### src/alcr_consts.svh
// Named offsets, field positions, widths and reset values of the lane control registers
`ifndef ALCR_CONSTS_SVH
`define ALCR_CONSTS_SVH

// ***********************************************
// Register indices (byte address is index times four)
// ***********************************************
`define ALCR_IDX_PATTERN      10'h017
`define ALCR_IDX_POWER        10'h018
`define ALCR_IDX_GAIN_OFFSET  10'h019
`define ALCR_IDX_OFFSET_COPY  10'h01a
`define ALCR_IDX_ENABLES      10'h01f
`define ALCR_IDX_CUSTOM       10'h020
`define ALCR_ADDR_W           12
`define ALCR_IDX_LSB          2
`define ALCR_BYTE_OFS         2'h0

// ***********************************************
// Field positions
// ***********************************************
`define ALCR_PAT3_HI          7
`define ALCR_PAT3_LO          5
`define ALCR_PAT4_HI          4
`define ALCR_PAT4_LO          2
`define ALCR_DIG_HI           15
`define ALCR_DIG_LO           12
`define ALCR_LSLP_HI          11
`define ALCR_LSLP_LO          8
`define ALCR_ANA_HI           7
`define ALCR_ANA_LO           4
`define ALCR_FLIP_HI          3
`define ALCR_FLIP_LO          0
`define ALCR_GAIN_HI          15
`define ALCR_GAIN_LO          11
`define ALCR_BIAS_HI          9
`define ALCR_BIAS_LO          0
`define ALCR_EN_PATTERN       0
`define ALCR_EN_GAIN          1
`define ALCR_EN_BIAS          2
`define ALCR_EN_MISMATCH      3

// ***********************************************
// Write masks and reset values
// ***********************************************
`define ALCR_MASK_PATTERN     16'h00fc
`define ALCR_MASK_POWER       16'hffff
`define ALCR_MASK_GAIN_OFFSET 16'hfbff
`define ALCR_MASK_OFFSET_COPY 16'h03ff
`define ALCR_MASK_ENABLES     16'h0007
`define ALCR_MASK_CUSTOM      16'h3fff
`define ALCR_RESET_VAL        16'h0000
`define ALCR_REG_W            16

// ***********************************************
// Datapath
// ***********************************************
`define ALCR_SAMPLE_W         14
`define ALCR_GAIN_W           5
`define ALCR_BIAS_W           10
`define ALCR_FACTOR_W         12
`define ALCR_FACTOR_FRAC      10
`define ALCR_FACTOR_UNITY     12'h400
`define ALCR_SAT_MAX          14'h1fff
`define ALCR_SAT_MIN          14'h2000
`define ALCR_ALT_WORD         14'h1555
`define ALCR_SYNC_WORD        14'h3f80
`define ALCR_LINES            4

`endif

### src/alcr_pkg.sv
// Types shared by the lane control register files
package alcr_pkg;

   // Test pattern codes of one serial output line
   typedef enum logic [2:0] {
      ALCR_PAT_NORMAL = 3'b000,
      ALCR_PAT_SYNC   = 3'b001,
      ALCR_PAT_ALT    = 3'b010,
      ALCR_PAT_CUSTOM = 3'b011,
      ALCR_PAT_ONES   = 3'b100,
      ALCR_PAT_TOGGLE = 3'b101,
      ALCR_PAT_ZEROS  = 3'b110,
      ALCR_PAT_RAMP   = 3'b111
   } alcr_pattern_t;

endpackage

### src/alcr_lane_fmt.sv
// Output word formatter of one serial line: pattern, inversion and sleep
`include "alcr_consts.svh"

module alcr_lane_fmt
   import alcr_pkg::*;
(
   input  wire logic                       sys_clk,
   input  wire logic                       srst,
   input  wire logic                       sampleValid,
   input  wire logic [`ALCR_SAMPLE_W-1:0]  sampleIn,
   input  alcr_pattern_t                   patternCode,
   input  wire logic [`ALCR_SAMPLE_W-1:0]  customWord,
   input  wire logic                       lineSleep,
   input  wire logic                       lineFlip,
   output logic      [`ALCR_SAMPLE_W-1:0]  sampleOut,
   output logic                            sampleOutValid
);

   logic [`ALCR_SAMPLE_W-1:0] ramp_r;
   logic [`ALCR_SAMPLE_W-1:0] ramp_nxt;
   logic                      togglePhase_r;
   logic [`ALCR_SAMPLE_W-1:0] patWord;
   logic [`ALCR_SAMPLE_W-1:0] flipWord;
   logic [`ALCR_SAMPLE_W-1:0] outWord;

   // ***********************************************
   // Pattern word selection
   // ***********************************************
   // Ramp and toggle advance once per accepted sample
   assign ramp_nxt = ramp_r + {{(`ALCR_SAMPLE_W-1){1'b0}}, 1'b1};

   always_comb
   begin
      case (patternCode)
         ALCR_PAT_NORMAL: patWord = sampleIn;
         ALCR_PAT_SYNC:   patWord = `ALCR_SYNC_WORD;
         ALCR_PAT_ALT:    patWord = `ALCR_ALT_WORD;
         ALCR_PAT_CUSTOM: patWord = customWord;
         ALCR_PAT_ONES:   patWord = {`ALCR_SAMPLE_W{1'b1}};
         ALCR_PAT_TOGGLE: patWord = togglePhase_r ? ~`ALCR_ALT_WORD : `ALCR_ALT_WORD;
         ALCR_PAT_ZEROS:  patWord = {`ALCR_SAMPLE_W{1'b0}};
         default:         patWord = ramp_r;
      endcase
   end

   // Inversion of the transmitted word
   assign flipWord = lineFlip ? ~patWord : patWord;
   // A sleeping line sends nothing
   assign outWord  = lineSleep ? {`ALCR_SAMPLE_W{1'b0}} : flipWord;

   // ***********************************************
   // Registers
   // ***********************************************
   // Pattern sequencers
   always_ff @(posedge sys_clk)
   begin
      if (srst)
      begin
         ramp_r        <= {`ALCR_SAMPLE_W{1'b0}};
         togglePhase_r <= 1'b0;
      end
      else if (sampleValid)
      begin
         ramp_r        <= ramp_nxt;
         togglePhase_r <= ~togglePhase_r;
      end
   end

   // Output word and its strobe
   always_ff @(posedge sys_clk)
   begin
      if (srst)
      begin
         sampleOut      <= {`ALCR_SAMPLE_W{1'b0}};
         sampleOutValid <= 1'b0;
      end
      else
      begin
         sampleOut      <= sampleValid ? outWord : sampleOut;
         sampleOutValid <= sampleValid & ~lineSleep;
      end
   end

endmodule

### src/alcr_lane_control_regs.sv
// Lane control register bank with APB slave, line formatters and channel-5 gain/offset path
// How it works
// - With per-line pattern selection on, bits 7-5 pick the pattern of line 3 and bits 4-2 that of line 4.
// - Pattern codes are 000 normal, 001 sync, 010 alternating, 011 custom, 100 ones, 101 toggle, 110 zeros, 111 ramp.
// - Bits 15-12 put the digital block of channels 4, 3, 2, 1 to sleep, clear after reset.
// - Bits 11-8 shut down serial lines 4, 3, 2, 1, clear after reset.
// - Bits 7-4 put the analog block of channels 4, 3, 2, 1 to sleep, clear after reset.
// - Bits 3-0 invert the data sent on lines 4, 3, 2, 1.
// - With gain enabled, the unsigned field at bits 15-11 gives channel 5 a gain of N times 0.2 dB.
// - With offset enabled, the two's-complement field at bits 9-0 is added to channel 5 data.
//
// Register access over APB was chosen for this implementation.
`include "alcr_consts.svh"

module alcr_lane_control_regs
   import alcr_pkg::*;
(
   input  wire logic                                     sys_clk,
   input  wire logic                                     srst,
   input  wire logic                                     psel,
   input  wire logic                                     penable,
   input  wire logic                                     pwrite,
   input  wire logic [`ALCR_ADDR_W-1:0]                  paddr,
   input  wire logic [31:0]                              pwdata,
   output logic      [31:0]                              prdata,
   output logic                                          pready,
   output logic                                          pslverr,
   input  wire logic                                     laneValid,
   input  wire logic [`ALCR_LINES-1:0][`ALCR_SAMPLE_W-1:0] laneDataIn,
   output logic      [`ALCR_LINES-1:0][`ALCR_SAMPLE_W-1:0] laneDataOut,
   output logic      [`ALCR_LINES-1:0]                   laneDataOutValid,
   input  wire logic                                     chan5Valid,
   input  wire logic [`ALCR_SAMPLE_W-1:0]                chan5DataIn,
   output logic      [`ALCR_SAMPLE_W-1:0]                chan5DataOut,
   output logic                                          chan5DataOutValid,
   output logic      [3:0]                               chanDigitalSleep,
   output logic      [3:0]                               chanAnalogSleep,
   output logic      [3:0]                               lineOutputSleep,
   output logic      [3:0]                               lineDataFlip,
   output logic      [2:0]                               line3PatternCode,
   output logic      [2:0]                               line4PatternCode,
   output logic      [`ALCR_GAIN_W-1:0]                  chan5GainSteps,
   output logic      [`ALCR_BIAS_W-1:0]                  chan5SignedBias
);

   // ***********************************************
   // Register storage
   // ***********************************************
   logic [`ALCR_REG_W-1:0] patternSel_r;
   logic [`ALCR_REG_W-1:0] powerInvert_r;
   logic [`ALCR_REG_W-1:0] gainOffset_r;
   logic [`ALCR_REG_W-1:0] offsetCopy_r;
   logic [`ALCR_REG_W-1:0] enables_r;
   logic [`ALCR_REG_W-1:0] custom_r;
   logic [31:0]            prdata_nxt;

   // ***********************************************
   // APB decode
   // ***********************************************
   logic [9:0] regIdx;
   logic       alignedAddr;
   logic       hitPattern;
   logic       hitPower;
   logic       hitGainOffset;
   logic       hitOffsetCopy;
   logic       hitEnables;
   logic       hitCustom;
   logic       hitAny;
   logic       setupPhase;
   logic       accessPhase;
   logic       wrStrobe;
   logic [`ALCR_REG_W-1:0] wrWord;

   // Word index and aligned decode of the byte address
   assign regIdx        = paddr[`ALCR_ADDR_W-1:`ALCR_IDX_LSB];
   assign alignedAddr   = (paddr[`ALCR_IDX_LSB-1:0] == `ALCR_BYTE_OFS);
   assign hitPattern    = alignedAddr && (regIdx == `ALCR_IDX_PATTERN);
   assign hitPower      = alignedAddr && (regIdx == `ALCR_IDX_POWER);
   assign hitGainOffset = alignedAddr && (regIdx == `ALCR_IDX_GAIN_OFFSET);
   assign hitOffsetCopy = alignedAddr && (regIdx == `ALCR_IDX_OFFSET_COPY);
   assign hitEnables    = alignedAddr && (regIdx == `ALCR_IDX_ENABLES);
   assign hitCustom     = alignedAddr && (regIdx == `ALCR_IDX_CUSTOM);
   assign hitAny        = hitPattern | hitPower | hitGainOffset | hitOffsetCopy
                        | hitEnables | hitCustom;

   // Zero-wait slave: every access phase completes at once
   assign setupPhase  = psel & ~penable;
   assign accessPhase = psel & penable;
   assign pready      = 1'b1;
   assign pslverr     = accessPhase & ~hitAny;
   assign wrStrobe    = accessPhase & pwrite & hitAny;
   assign wrWord      = pwdata[`ALCR_REG_W-1:0];

   // ***********************************************
   // Status and effective controls
   // ***********************************************
   logic biasMismatch;
   logic patEnable;
   logic gainEnable;
   logic biasEnable;
   logic [`ALCR_REG_W-1:0] enablesView;

   assign patEnable  = enables_r[`ALCR_EN_PATTERN];
   assign gainEnable = enables_r[`ALCR_EN_GAIN];
   assign biasEnable = enables_r[`ALCR_EN_BIAS];

   // Flags a difference between the two copies of the channel-5 offset
   assign biasMismatch = gainOffset_r[`ALCR_BIAS_HI:`ALCR_BIAS_LO]
                      != offsetCopy_r[`ALCR_BIAS_HI:`ALCR_BIAS_LO];

   // Enables register with the mismatch flag shown as a read-only bit
   always_comb
   begin
      enablesView = enables_r;
      enablesView[`ALCR_EN_MISMATCH] = biasMismatch;
   end

   // Read data chosen from the decoded register; unmapped reads give zero
   assign prdata_nxt = hitPattern    ? {16'h0000, patternSel_r}  :
                       hitPower      ? {16'h0000, powerInvert_r} :
                       hitGainOffset ? {16'h0000, gainOffset_r}  :
                       hitOffsetCopy ? {16'h0000, offsetCopy_r}  :
                       hitEnables    ? {16'h0000, enablesView}   :
                       hitCustom     ? {16'h0000, custom_r}      :
                                       32'h0000_0000;

   // ***********************************************
   // Register writes
   // ***********************************************
   // Only documented field bits are stored; reserved bits read as zero
   always_ff @(posedge sys_clk)
   begin
      if (srst)
      begin
         patternSel_r  <= `ALCR_RESET_VAL;
         powerInvert_r <= `ALCR_RESET_VAL;
         gainOffset_r  <= `ALCR_RESET_VAL;
         offsetCopy_r  <= `ALCR_RESET_VAL;
         enables_r     <= `ALCR_RESET_VAL;
         custom_r      <= `ALCR_RESET_VAL;
      end
      else if (wrStrobe)
      begin
         if (hitPattern)
            patternSel_r  <= wrWord & `ALCR_MASK_PATTERN;
         if (hitPower)
            powerInvert_r <= wrWord & `ALCR_MASK_POWER;
         if (hitGainOffset)
            gainOffset_r  <= wrWord & `ALCR_MASK_GAIN_OFFSET;
         if (hitOffsetCopy)
            offsetCopy_r  <= wrWord & `ALCR_MASK_OFFSET_COPY;
         if (hitEnables)
            enables_r     <= wrWord & `ALCR_MASK_ENABLES;
         if (hitCustom)
            custom_r      <= wrWord & `ALCR_MASK_CUSTOM;
      end
   end

   // Read data captured in the setup phase, held through the access phase
   always_ff @(posedge sys_clk)
   begin
      if (srst)
         prdata <= 32'h0000_0000;
      else if (setupPhase & ~pwrite)
         prdata <= prdata_nxt;
   end

   // ***********************************************
   // Control outputs
   // ***********************************************
   assign chanDigitalSleep = powerInvert_r[`ALCR_DIG_HI:`ALCR_DIG_LO];
   assign lineOutputSleep  = powerInvert_r[`ALCR_LSLP_HI:`ALCR_LSLP_LO];
   assign chanAnalogSleep  = powerInvert_r[`ALCR_ANA_HI:`ALCR_ANA_LO];
   assign lineDataFlip     = powerInvert_r[`ALCR_FLIP_HI:`ALCR_FLIP_LO];

   // Pattern codes take effect only with per-line selection on
   assign line3PatternCode = patEnable ? patternSel_r[`ALCR_PAT3_HI:`ALCR_PAT3_LO]
                                       : ALCR_PAT_NORMAL;
   assign line4PatternCode = patEnable ? patternSel_r[`ALCR_PAT4_HI:`ALCR_PAT4_LO]
                                       : ALCR_PAT_NORMAL;

   assign chan5GainSteps  = gainEnable ? gainOffset_r[`ALCR_GAIN_HI:`ALCR_GAIN_LO]
                                       : {`ALCR_GAIN_W{1'b0}};
   assign chan5SignedBias = biasEnable ? gainOffset_r[`ALCR_BIAS_HI:`ALCR_BIAS_LO]
                                       : {`ALCR_BIAS_W{1'b0}};

   // ***********************************************
   // Serial line formatters
   // ***********************************************
   alcr_pattern_t linePattern [`ALCR_LINES];

   // Lines 1 and 2 take their pattern elsewhere and pass data here
   assign linePattern[0] = ALCR_PAT_NORMAL;
   assign linePattern[1] = ALCR_PAT_NORMAL;
   assign linePattern[2] = alcr_pattern_t'(line3PatternCode);
   assign linePattern[3] = alcr_pattern_t'(line4PatternCode);

   for (genvar ln = 0; ln < `ALCR_LINES; ln++)
   begin : g_line
      alcr_lane_fmt u_fmt (
         .sys_clk        (sys_clk),
         .srst           (srst),
         .sampleValid    (laneValid),
         .sampleIn       (laneDataIn[ln]),
         .patternCode    (linePattern[ln]),
         .customWord     (custom_r[`ALCR_SAMPLE_W-1:0]),
         .lineSleep      (lineOutputSleep[ln]),
         .lineFlip       (lineDataFlip[ln]),
         .sampleOut      (laneDataOut[ln]),
         .sampleOutValid (laneDataOutValid[ln])
      );
   end

   // ***********************************************
   // Channel-5 gain and offset path
   // ***********************************************
   localparam int SUM_W  = `ALCR_SAMPLE_W + 1;
   localparam int PROD_W = SUM_W + `ALCR_FACTOR_W + 1;

   logic [`ALCR_FACTOR_W-1:0] gainFactor;
   logic signed [SUM_W-1:0]   biasedSum;
   logic signed [SUM_W-1:0]   sum_r;
   logic                      sumValid_r;
   logic signed [PROD_W-1:0]  product;
   logic signed [PROD_W-1:0]  scaled;
   logic [`ALCR_SAMPLE_W-1:0] saturated;
   logic                      overHigh;
   logic                      overLow;

   // Linear factor of N x 0.2 dB, unity at ten fractional bits
   always_comb
   begin
      case (chan5GainSteps)
         5'h00: gainFactor = `ALCR_FACTOR_UNITY;
         5'h01: gainFactor = 12'h418;
         5'h02: gainFactor = 12'h430;
         5'h03: gainFactor = 12'h449;
         5'h04: gainFactor = 12'h463;
         5'h05: gainFactor = 12'h47d;
         5'h06: gainFactor = 12'h498;
         5'h07: gainFactor = 12'h4b3;
         5'h08: gainFactor = 12'h4cf;
         5'h09: gainFactor = 12'h4ec;
         5'h0a: gainFactor = 12'h509;
         5'h0b: gainFactor = 12'h527;
         5'h0c: gainFactor = 12'h546;
         5'h0d: gainFactor = 12'h565;
         5'h0e: gainFactor = 12'h586;
         5'h0f: gainFactor = 12'h5a6;
         5'h10: gainFactor = 12'h5c8;
         5'h11: gainFactor = 12'h5eb;
         5'h12: gainFactor = 12'h60e;
         5'h13: gainFactor = 12'h632;
         5'h14: gainFactor = 12'h657;
         5'h15: gainFactor = 12'h67d;
         5'h16: gainFactor = 12'h6a3;
         5'h17: gainFactor = 12'h6cb;
         5'h18: gainFactor = 12'h6f3;
         5'h19: gainFactor = 12'h71d;
         5'h1a: gainFactor = 12'h747;
         5'h1b: gainFactor = 12'h773;
         5'h1c: gainFactor = 12'h79f;
         5'h1d: gainFactor = 12'h7cd;
         5'h1e: gainFactor = 12'h7fb;
         default: gainFactor = 12'h82b;
      endcase
   end

   // Sign-extended sample plus sign-extended offset
   assign biasedSum = SUM_W'(signed'(chan5DataIn))
                    + SUM_W'(signed'(chan5SignedBias));

   // Factor is unsigned, so it is widened with a zero sign bit
   assign product = PROD_W'(sum_r) * PROD_W'(signed'({1'b0, gainFactor}));
   assign scaled  = product >>> `ALCR_FACTOR_FRAC;

   // Clamp to the sample range instead of wrapping
   assign overHigh  = scaled > PROD_W'(signed'(`ALCR_SAT_MAX));
   assign overLow   = scaled < PROD_W'(signed'(`ALCR_SAT_MIN));
   assign saturated = overHigh ? `ALCR_SAT_MAX :
                      overLow  ? `ALCR_SAT_MIN :
                                 scaled[`ALCR_SAMPLE_W-1:0];

   // Offset stage
   always_ff @(posedge sys_clk)
   begin
      if (srst)
      begin
         sum_r      <= '0;
         sumValid_r <= 1'b0;
      end
      else
      begin
         sum_r      <= chan5Valid ? biasedSum : sum_r;
         sumValid_r <= chan5Valid;
      end
   end

   // Gain stage and output register
   always_ff @(posedge sys_clk)
   begin
      if (srst)
      begin
         chan5DataOut      <= {`ALCR_SAMPLE_W{1'b0}};
         chan5DataOutValid <= 1'b0;
      end
      else
      begin
         chan5DataOut      <= sumValid_r ? saturated : chan5DataOut;
         chan5DataOutValid <= sumValid_r;
      end
   end

endmodule

### config.mk
export PLATFORM = sky130hd
export DESIGN_NAME = alcr_lane_control_regs
export DESIGN_NICKNAME = d
export VERILOG_FILES = /design/src/alcr_pkg.sv /design/src/alcr_lane_fmt.sv /design/src/alcr_lane_control_regs.sv
export VERILOG_INCLUDE_DIRS = /design/src
export SDC_FILE = /design/constraint.sdc
export NUM_CORES = 1
export LEC_CHECK = 0
export BUFFER_PORTS_ARGS = -buffer_cell sky130_fd_sc_hd__buf_2
export CAP_MARGIN = 20
export CORE_MARGIN = 1.5
export CORE_UTILIZATION = 40
export CTS_CLUSTER_DIAMETER = 80
export DETAILED_ROUTE_END_ITERATION = 7
export REMOVE_ABC_BUFFERS = 1
export SYNTH_ARGS = -nofsm -noshare
export SYNTH_HDL_FRONTEND = slang
export SYNTH_SLANG_ARGS = --single-unit
### constraint.sdc
create_clock -name sys_clk -period 20.9 [get_ports sys_clk]
set_clock_uncertainty 0.2 [all_clocks]
set_input_delay 2.09 -clock sys_clk [delete_from_list [all_inputs] [get_ports sys_clk]]
set_output_delay 2.09 -clock sys_clk [all_outputs]
set_load 0.01 [all_outputs]
== After elaboration in Yosys (flattened, before gate mapping) ==
Memory sizes are Yosys's and may differ from the RTL's.
Cells that the tools add are included.
Storage, ports and cells
  input port bits: 121
  memories kept: 1
  ROM bits: 384
  output and inout port bits: 146
  word-level logic and storage cells: 116
  bits in registers: 217
Cells by class
  mux-type cells: 24
  add/subtract/negate cells: 3
  $lt $le $gt $ge: 2
  bitwise operators: 28
  reduce and logical (&&, ||, !) cells: 15
  eq/ne operators: 19
  multipliers: 1
Memories
  (name not given): words 32, width 12, read ports 1, clocked after Yosys merged registers in 0, wr ports 0, RTL line alcr_lane_control_regs.sv:233  | case (chan5GainSteps)
Operators by type and width (number)
  2-to-1 mux 14 bit: 15
  one-hot mux 14 bit (7 select lines): 2
  NOT 14 bit: 4
  == test 10 x 5 -> 1 bit, second input constant: 5
  2-to-1 mux 16 bit: 3
  adder 14 x 1 -> 14 bit, second input constant: 2
  multiplier 15 x 13 -> 28 bit: 1
  == test 3 bit, second input constant: 6
  greater-than comparator 18 x 14 -> 1 bit, second input constant: 1
  less-than comparator 18 x 14 -> 1 bit, second input constant: 1
  adder 14 x 10 -> 15 bit: 1
  == test 3 x 2 -> 1 bit, second input constant: 4
  AND reduction 2 bit: 6
  bitwise AND 1 bit: 10
  == test 10 x 6 -> 1 bit, second input constant: 1
  2-to-1 mux 10 bit: 1
  != test 10 bit: 1
  NOT 1 bit: 9
  == test 3 x 1 -> 1 bit, second input constant: 2
  logical AND 1 bit: 6
  zero test 3 bit: 2
  2-to-1 mux 3 bit: 2
  2-to-1 mux 5 bit: 1
  bitwise OR 1 bit: 5
  zero test 2 bit: 1

== Logic depth before layout (Yosys ltp) ==
  depth after elaboration: 9
  depth in mapped cells: 34
  gate-level depth less buffers: 29

== By module ==
From an unflattened synthesis, not the netlist that was laid out.
Second synthesis, totals
  cells, all modules: 2438
  area, all modules: 20101.8 um^2
Modules (own cells, without submodules)
  alcr_lane_control_regs: area an instance 13050.0 um^2, instances 1, cells an instance 1590, seq. area each 2222.1 um^2
  alcr_lane_fmt: area an instance 1762.9 um^2, instances 4, cells an instance 212, seq. area each 600.6 um^2

== Worst setup path after synthesis ==
OpenSTA, ideal clock, no wires.
  kind: register to register
  from: register enables_r[1]
  to: register chan5DataOut[2]
  required time: 20576 ps
  data arrival time: 7723 ps
  buffers on the path: 5
  setup time: 124 ps
  period minus slack after synthesis: 8047 ps
  cell stages (with the launch flop): 31
  setup slack: 12853 ps
  path through: dfxtp_1 clkbuf_1 clkbuf_1 clkbuf_1 and2_1 ha_1 a21oi_1 o21ai_0 a211o_1 o221ai_1 clkbuf_1 nand2_1 fa_1 fa_1 inv_1 fa_1 fa_1 inv_1 fa_1 inv_1 ha_1 or2_2 a21oi_1 a21oi_1 a211o_1 o311a_4 a221oi_2 xnor2_1 a311oi_2 buf_6 a211oi_2
Between the ends
  word-level cells in the longest chain between the ends: 6
  elaborated cells between the ends (all ways): 7
  classes of those cells: 1 x mul; 2 x order compare; 3 x mux; 1 x memory
Ends and longest elaborated chain
  start: declaration: RTL line alcr_lane_control_regs.sv:53  | logic [`ALCR_REG_W-1:0] enables_r;
  start signal: assignment: RTL line alcr_lane_control_regs.sv:139  | enables_r <= `ALCR_RESET_VAL;
  start signal: assignment: RTL line alcr_lane_control_regs.sv:153  | enables_r <= wrWord & `ALCR_MASK_ENABLES;
  2-to-1 mux 5 bit *: RTL line alcr_lane_control_regs.sv:182  | assign chan5GainSteps = gainEnable ? gainOffset_r[`ALCR_GAIN_HI:`ALCR_GAIN_LO]
  named net chan5GainSteps[0]: RTL line alcr_lane_control_regs.sv:42  | output logic [`ALCR_GAIN_W-1:0] chan5GainSteps,
  memory read (32 x 12 bit) *
  multiplier 15 x 13 -> 28 bit *: RTL line alcr_lane_control_regs.sv:274  | assign product = PROD_W'(sum_r) * PROD_W'(signed'({1'b0, gainFactor}));
  less-than comparator 18 x 14 -> 1 bit: RTL line alcr_lane_control_regs.sv:279  | assign overLow = scaled < PROD_W'(signed'(`ALCR_SAT_MIN));
  2-to-1 mux 14 bit: RTL line alcr_lane_control_regs.sv:281  | overLow ? `ALCR_SAT_MIN :
  2-to-1 mux 14 bit *: RTL line alcr_lane_control_regs.sv:280  | assign saturated = overHigh ? `ALCR_SAT_MAX :
  end signal: assignment: RTL line alcr_lane_control_regs.sv:304  | chan5DataOut <= {`ALCR_SAMPLE_W{1'b0}};
  end signal: assignment: RTL line alcr_lane_control_regs.sv:309  | chan5DataOut <= sumValid_r ? saturated : chan5DataOut;
  end: declaration: RTL line alcr_lane_control_regs.sv:34  | output logic [`ALCR_SAMPLE_W-1:0] chan5DataOut,
Mark *: on every way through the listed nets, which the timed path passes. The rest lies on a longest branch.
A chain may end at the register's enable or synchronous reset.

== Worst setup path in the final report ==
  from: register gainOffset_r[13]
  to: register chan5DataOut[12]
Between the ends
  word-level cells in the longest chain between the ends: 6
  elaborated cells between the ends (all ways): 7
  classes of those cells: 1 x mul; 2 x order compare; 3 x mux; 1 x memory
Ends and longest elaborated chain
  start: declaration: RTL line alcr_lane_control_regs.sv:51  | logic [`ALCR_REG_W-1:0] gainOffset_r;
  start signal: assignment: RTL line alcr_lane_control_regs.sv:137  | gainOffset_r <= `ALCR_RESET_VAL;
  start signal: assignment: RTL line alcr_lane_control_regs.sv:149  | gainOffset_r <= wrWord & `ALCR_MASK_GAIN_OFFSET;
  2-to-1 mux 5 bit *: RTL line alcr_lane_control_regs.sv:182
  memory read (32 x 12 bit) *
  multiplier 15 x 13 -> 28 bit *: RTL line alcr_lane_control_regs.sv:274
  less-than comparator 18 x 14 -> 1 bit: RTL line alcr_lane_control_regs.sv:279
  2-to-1 mux 14 bit: RTL line alcr_lane_control_regs.sv:281
  2-to-1 mux 14 bit *: RTL line alcr_lane_control_regs.sv:280
Mark *: on every way between the ends. The rest lies on a longest branch, timed or not.

==> impl_metrics.toml <==
[hold_path]
holdPathStages = 2
min_to = "g_line[2].u_fmt.sampleOut[10]"
min_from = "g_line[2].u_fmt.sampleOut[10]"
hold_class = "register to register"

[worst_setup_path]
ff2ff_path_depth = 26
reg2reg_slack_ps = 12090
max_stage_delay_ps = 700
critPathLaunchType = "register"
end_kind = "register"
r2r_start = "gainOffset_r[13]"
critPathSlowestCell = "dfxtp_1"
worst_path_most_repeated_cell = "fa_1"
path_class = "register to register"
r2r-end = "chan5DataOut[12]"
required_ps = 21140
crit_fanout = 18
cp.arrival_ps = 9050

[global_routing]
antenna_found_initial = 3
track_usage_pct = 22.9
grt_max_degree = 73
grt_pass1_vias = 14700
overflow = 0
grt_pass1_wl_um = 81100

[routing]
num_vias = 14900
wl_um = 50200
drcViolationCount = 0
wire_per_inst_um = 18.0
first_iter_violations = 1055
drt-vias-per-instance = 5.33
ant_nets = 0
drtPass1Iterations = 5

[power]
switching_share_pct = 26.2
p_switching_mw = 0.245
p_int_mw = 0.689
p_comb_share_pct = 10.5
p_clk_share_pct = 45.5
ir_drop_uv = 61.3
power_density_mw_per_mm2 = 48.1
pwr-share-seq_pct = 44.0
p_leak_nw = 9.38

[clock_tree]
cts-root-buf = "clkbuf_16"
hold_buffers = 0
cts_sinks = 201
htreeDepth = 1
numCtsBuffers = 24
cts_setup_buffers = 0
clockBufferDepth = 3
clk_latency_ps = 540
clk_pin_slew_ps = 60
cts_tree = "yes"
cts_resized = 0

[sta]
period_minus_slack_ps = 8810
period_share_pct = 42.2
tightest_slew_ps = 1090
max_freq_ghz = 0.114
maxSlewViolCount = 0
whs_ps = 252
hold_viol = 0
setup_viol = 0
rsz0062_at_grt = "false"
setup_tns_ps = 0
max_slew_margin_pct = 26.9

[floorplan]
num_io_pins = 267
dieArea_mm2 = 0.0443
dieWidth_um = 211
fp.dieH_um = 211
rows = 75
start_util_pct = 40.8
core_mm2 = 0.0422

[synthesis]
synth_cell_type_count = 72
async_flop_share_pct = 0
netlist_area_mm2 = 0.0172
synth_seq_cells = 201
synth_most_common_cell = "inv_1"
yosysTopAreaCell = "dfxtp_1"
yosysWarnings = 0
synthTopCellsByArea = "dfxtp_1 (23%), fa_1 (20%), ha_1 (6.4%)"
syn_inst = 2079
synth-edff-count = 0
synth.cells.most_frequent = "inv_1 (266), nand2_1 (256), dfxtp_1 (201)"
syn_avg_cell_area_um2 = 8.29
synth_top_area_share_pct = 23.4
synth_ff_type = "dfxtp_1"
ys_seq_area_share_pct = 23.4

[placement]
gp_congestion = 0.888
io_buffers = 233
dp_hpwl_um = 38800

[finish]
fillerInstances = 4221
final_nets = 2611
multiInputGateArea_mm2 = 0.0116
layout.area.seq_mm2 = 0.00402
areaGrowthSynthToFinish_pct = 12.8
drive_gt1_share_pct = 13.9

[outcome]
status = "complete, no violations"

[run]
drv_cap = 0
-- final cells by class --
| class | count | area share (%) |
|---|---|---|
| multi-input cells | 1485 | 59.7 |
| flip-flops and latches | 201 | 20.7 |
| repair buffers | 253 | 6.79 |
| inverters | 269 | 5.20 |
| clock buffers | 33 | 3.47 |
| well taps | 539 | 3.47 |
| clock inverters | 9 | 0.612 |
| diodes | 1 | 0.0129 |
-- power groups by stage --
stage               logic [mW]  registers (mW)  clock network, mW
finish                  0.0981           0.411              0.425
CTS                     0.0985           0.411              0.432
global placement        0.0966           0.419                  0
detailed placement      0.0972           0.419                  0
floorplan               0.0496           0.418                  0
global route             0.109           0.412              0.448
-- critical path: cells and delay by family (launching register included) --
kind	cells	cell delay, ps
buffers and inverters	4	390
AO/OA/AOI/OAI	8	2450
AND/OR/NAND/NOR	7	1740
adder cells (fa/ha/maj)	7	3240
flip-flops	1	700
-- how the worst max path moves through the flow --
stage | from | endpoint | cells after the start
after floorplan | enables_r[1] | chan5DataOut[12] | 25
after global placement | gainOffset_r[13] | chan5DataOut[12] | 26
after detailed placement | gainOffset_r[13] | chan5DataOut[12] | 26
after CTS | gainOffset_r[13] | chan5DataOut[12] | 26
after global routing | gainOffset_r[13] | chan5DataOut[12] | 26
final | gainOffset_r[13] | chan5DataOut[12] | 26
-- layout by cell type, fill, tap and decap left out, drive strengths merged, types with 12 or more instances in the layout --
| cell | Yosys | routed |
|---|---|---|
| inv | 267 | 269 |
| nand2 | 256 | 256 |
| buf | 43 | 253 |
| dfxtp | 201 | 201 |
| fa | 168 | 168 |
| a21oi | 130 | 130 |
| nor2 | 128 | 128 |
| o21ai | 111 | 111 |
| and2 | 101 | 101 |
| ha | 88 | 88 |
| xor2 | 84 | 84 |
| a22o | 43 | 43 |
| nand3 | 41 | 41 |
| clkbuf | 96 | 33 |
| mux2i | 29 | 29 |
| xnor2 | 27 | 27 |
| nor3 | 24 | 24 |
| nor2b | 22 | 22 |
| and3 | 20 | 20 |
| a211oi | 19 | 19 |
| or3 | 17 | 17 |
| conb | 2 | 17 |
| nand2b | 14 | 14 |
| a21o | 12 | 12 |
-- sequential cells by signal, summed over array words and instances (netlist names) --
register and cells:
offsetCopy_r 10, chan5DataOut 14, g_line.u_fmt.sampleOutValid 4, g_line.u_fmt.togglePhase_r 2, custom_r 14, prdata 16, chan5DataOutValid 1, powerInvert_r 16
enables_r 3, g_line.u_fmt.ramp_r 28, g_line.u_fmt.sampleOut 56, patternSel_r 6, sum_r 15, gainOffset_r 15, sumValid_r 1
-- metrics by stage --
step	setup slack, ps	power, mW	area [um2]	utilization (%)	instances
floorplan	12360	0.468	16600	-	1955
global placement	12220	0.515	18600	44.1	2747
CTS	12120	0.941	19400	46.0	2789
global route	11510	0.970	19400	46.0	2789
detailed placement	12220	0.516	18600	44.1	2747
finish	12090	0.934	19400	46.0	2790
-- logic make-up after synthesis --
kind of cell,share of synthesized area (%)
simple gates,18.2
mux,1.75
flops,23.4
fa+ha+maj,25.9
buf+inv,9.66
other cells,0.0436
xor+xnor,5.64
compound gates,15.5
-- layer usage --
metal  global-route usage [%]  up-vias  wire length, um
li1                         -     7060                -
met1                     31.5     7242            22200
met2                     36.4      480            23300
met3                     4.74       76             3510
met4                     6.13        6             1160
met5                        0        -               38
Note: power is estimated with default switching activity, not from simulation.
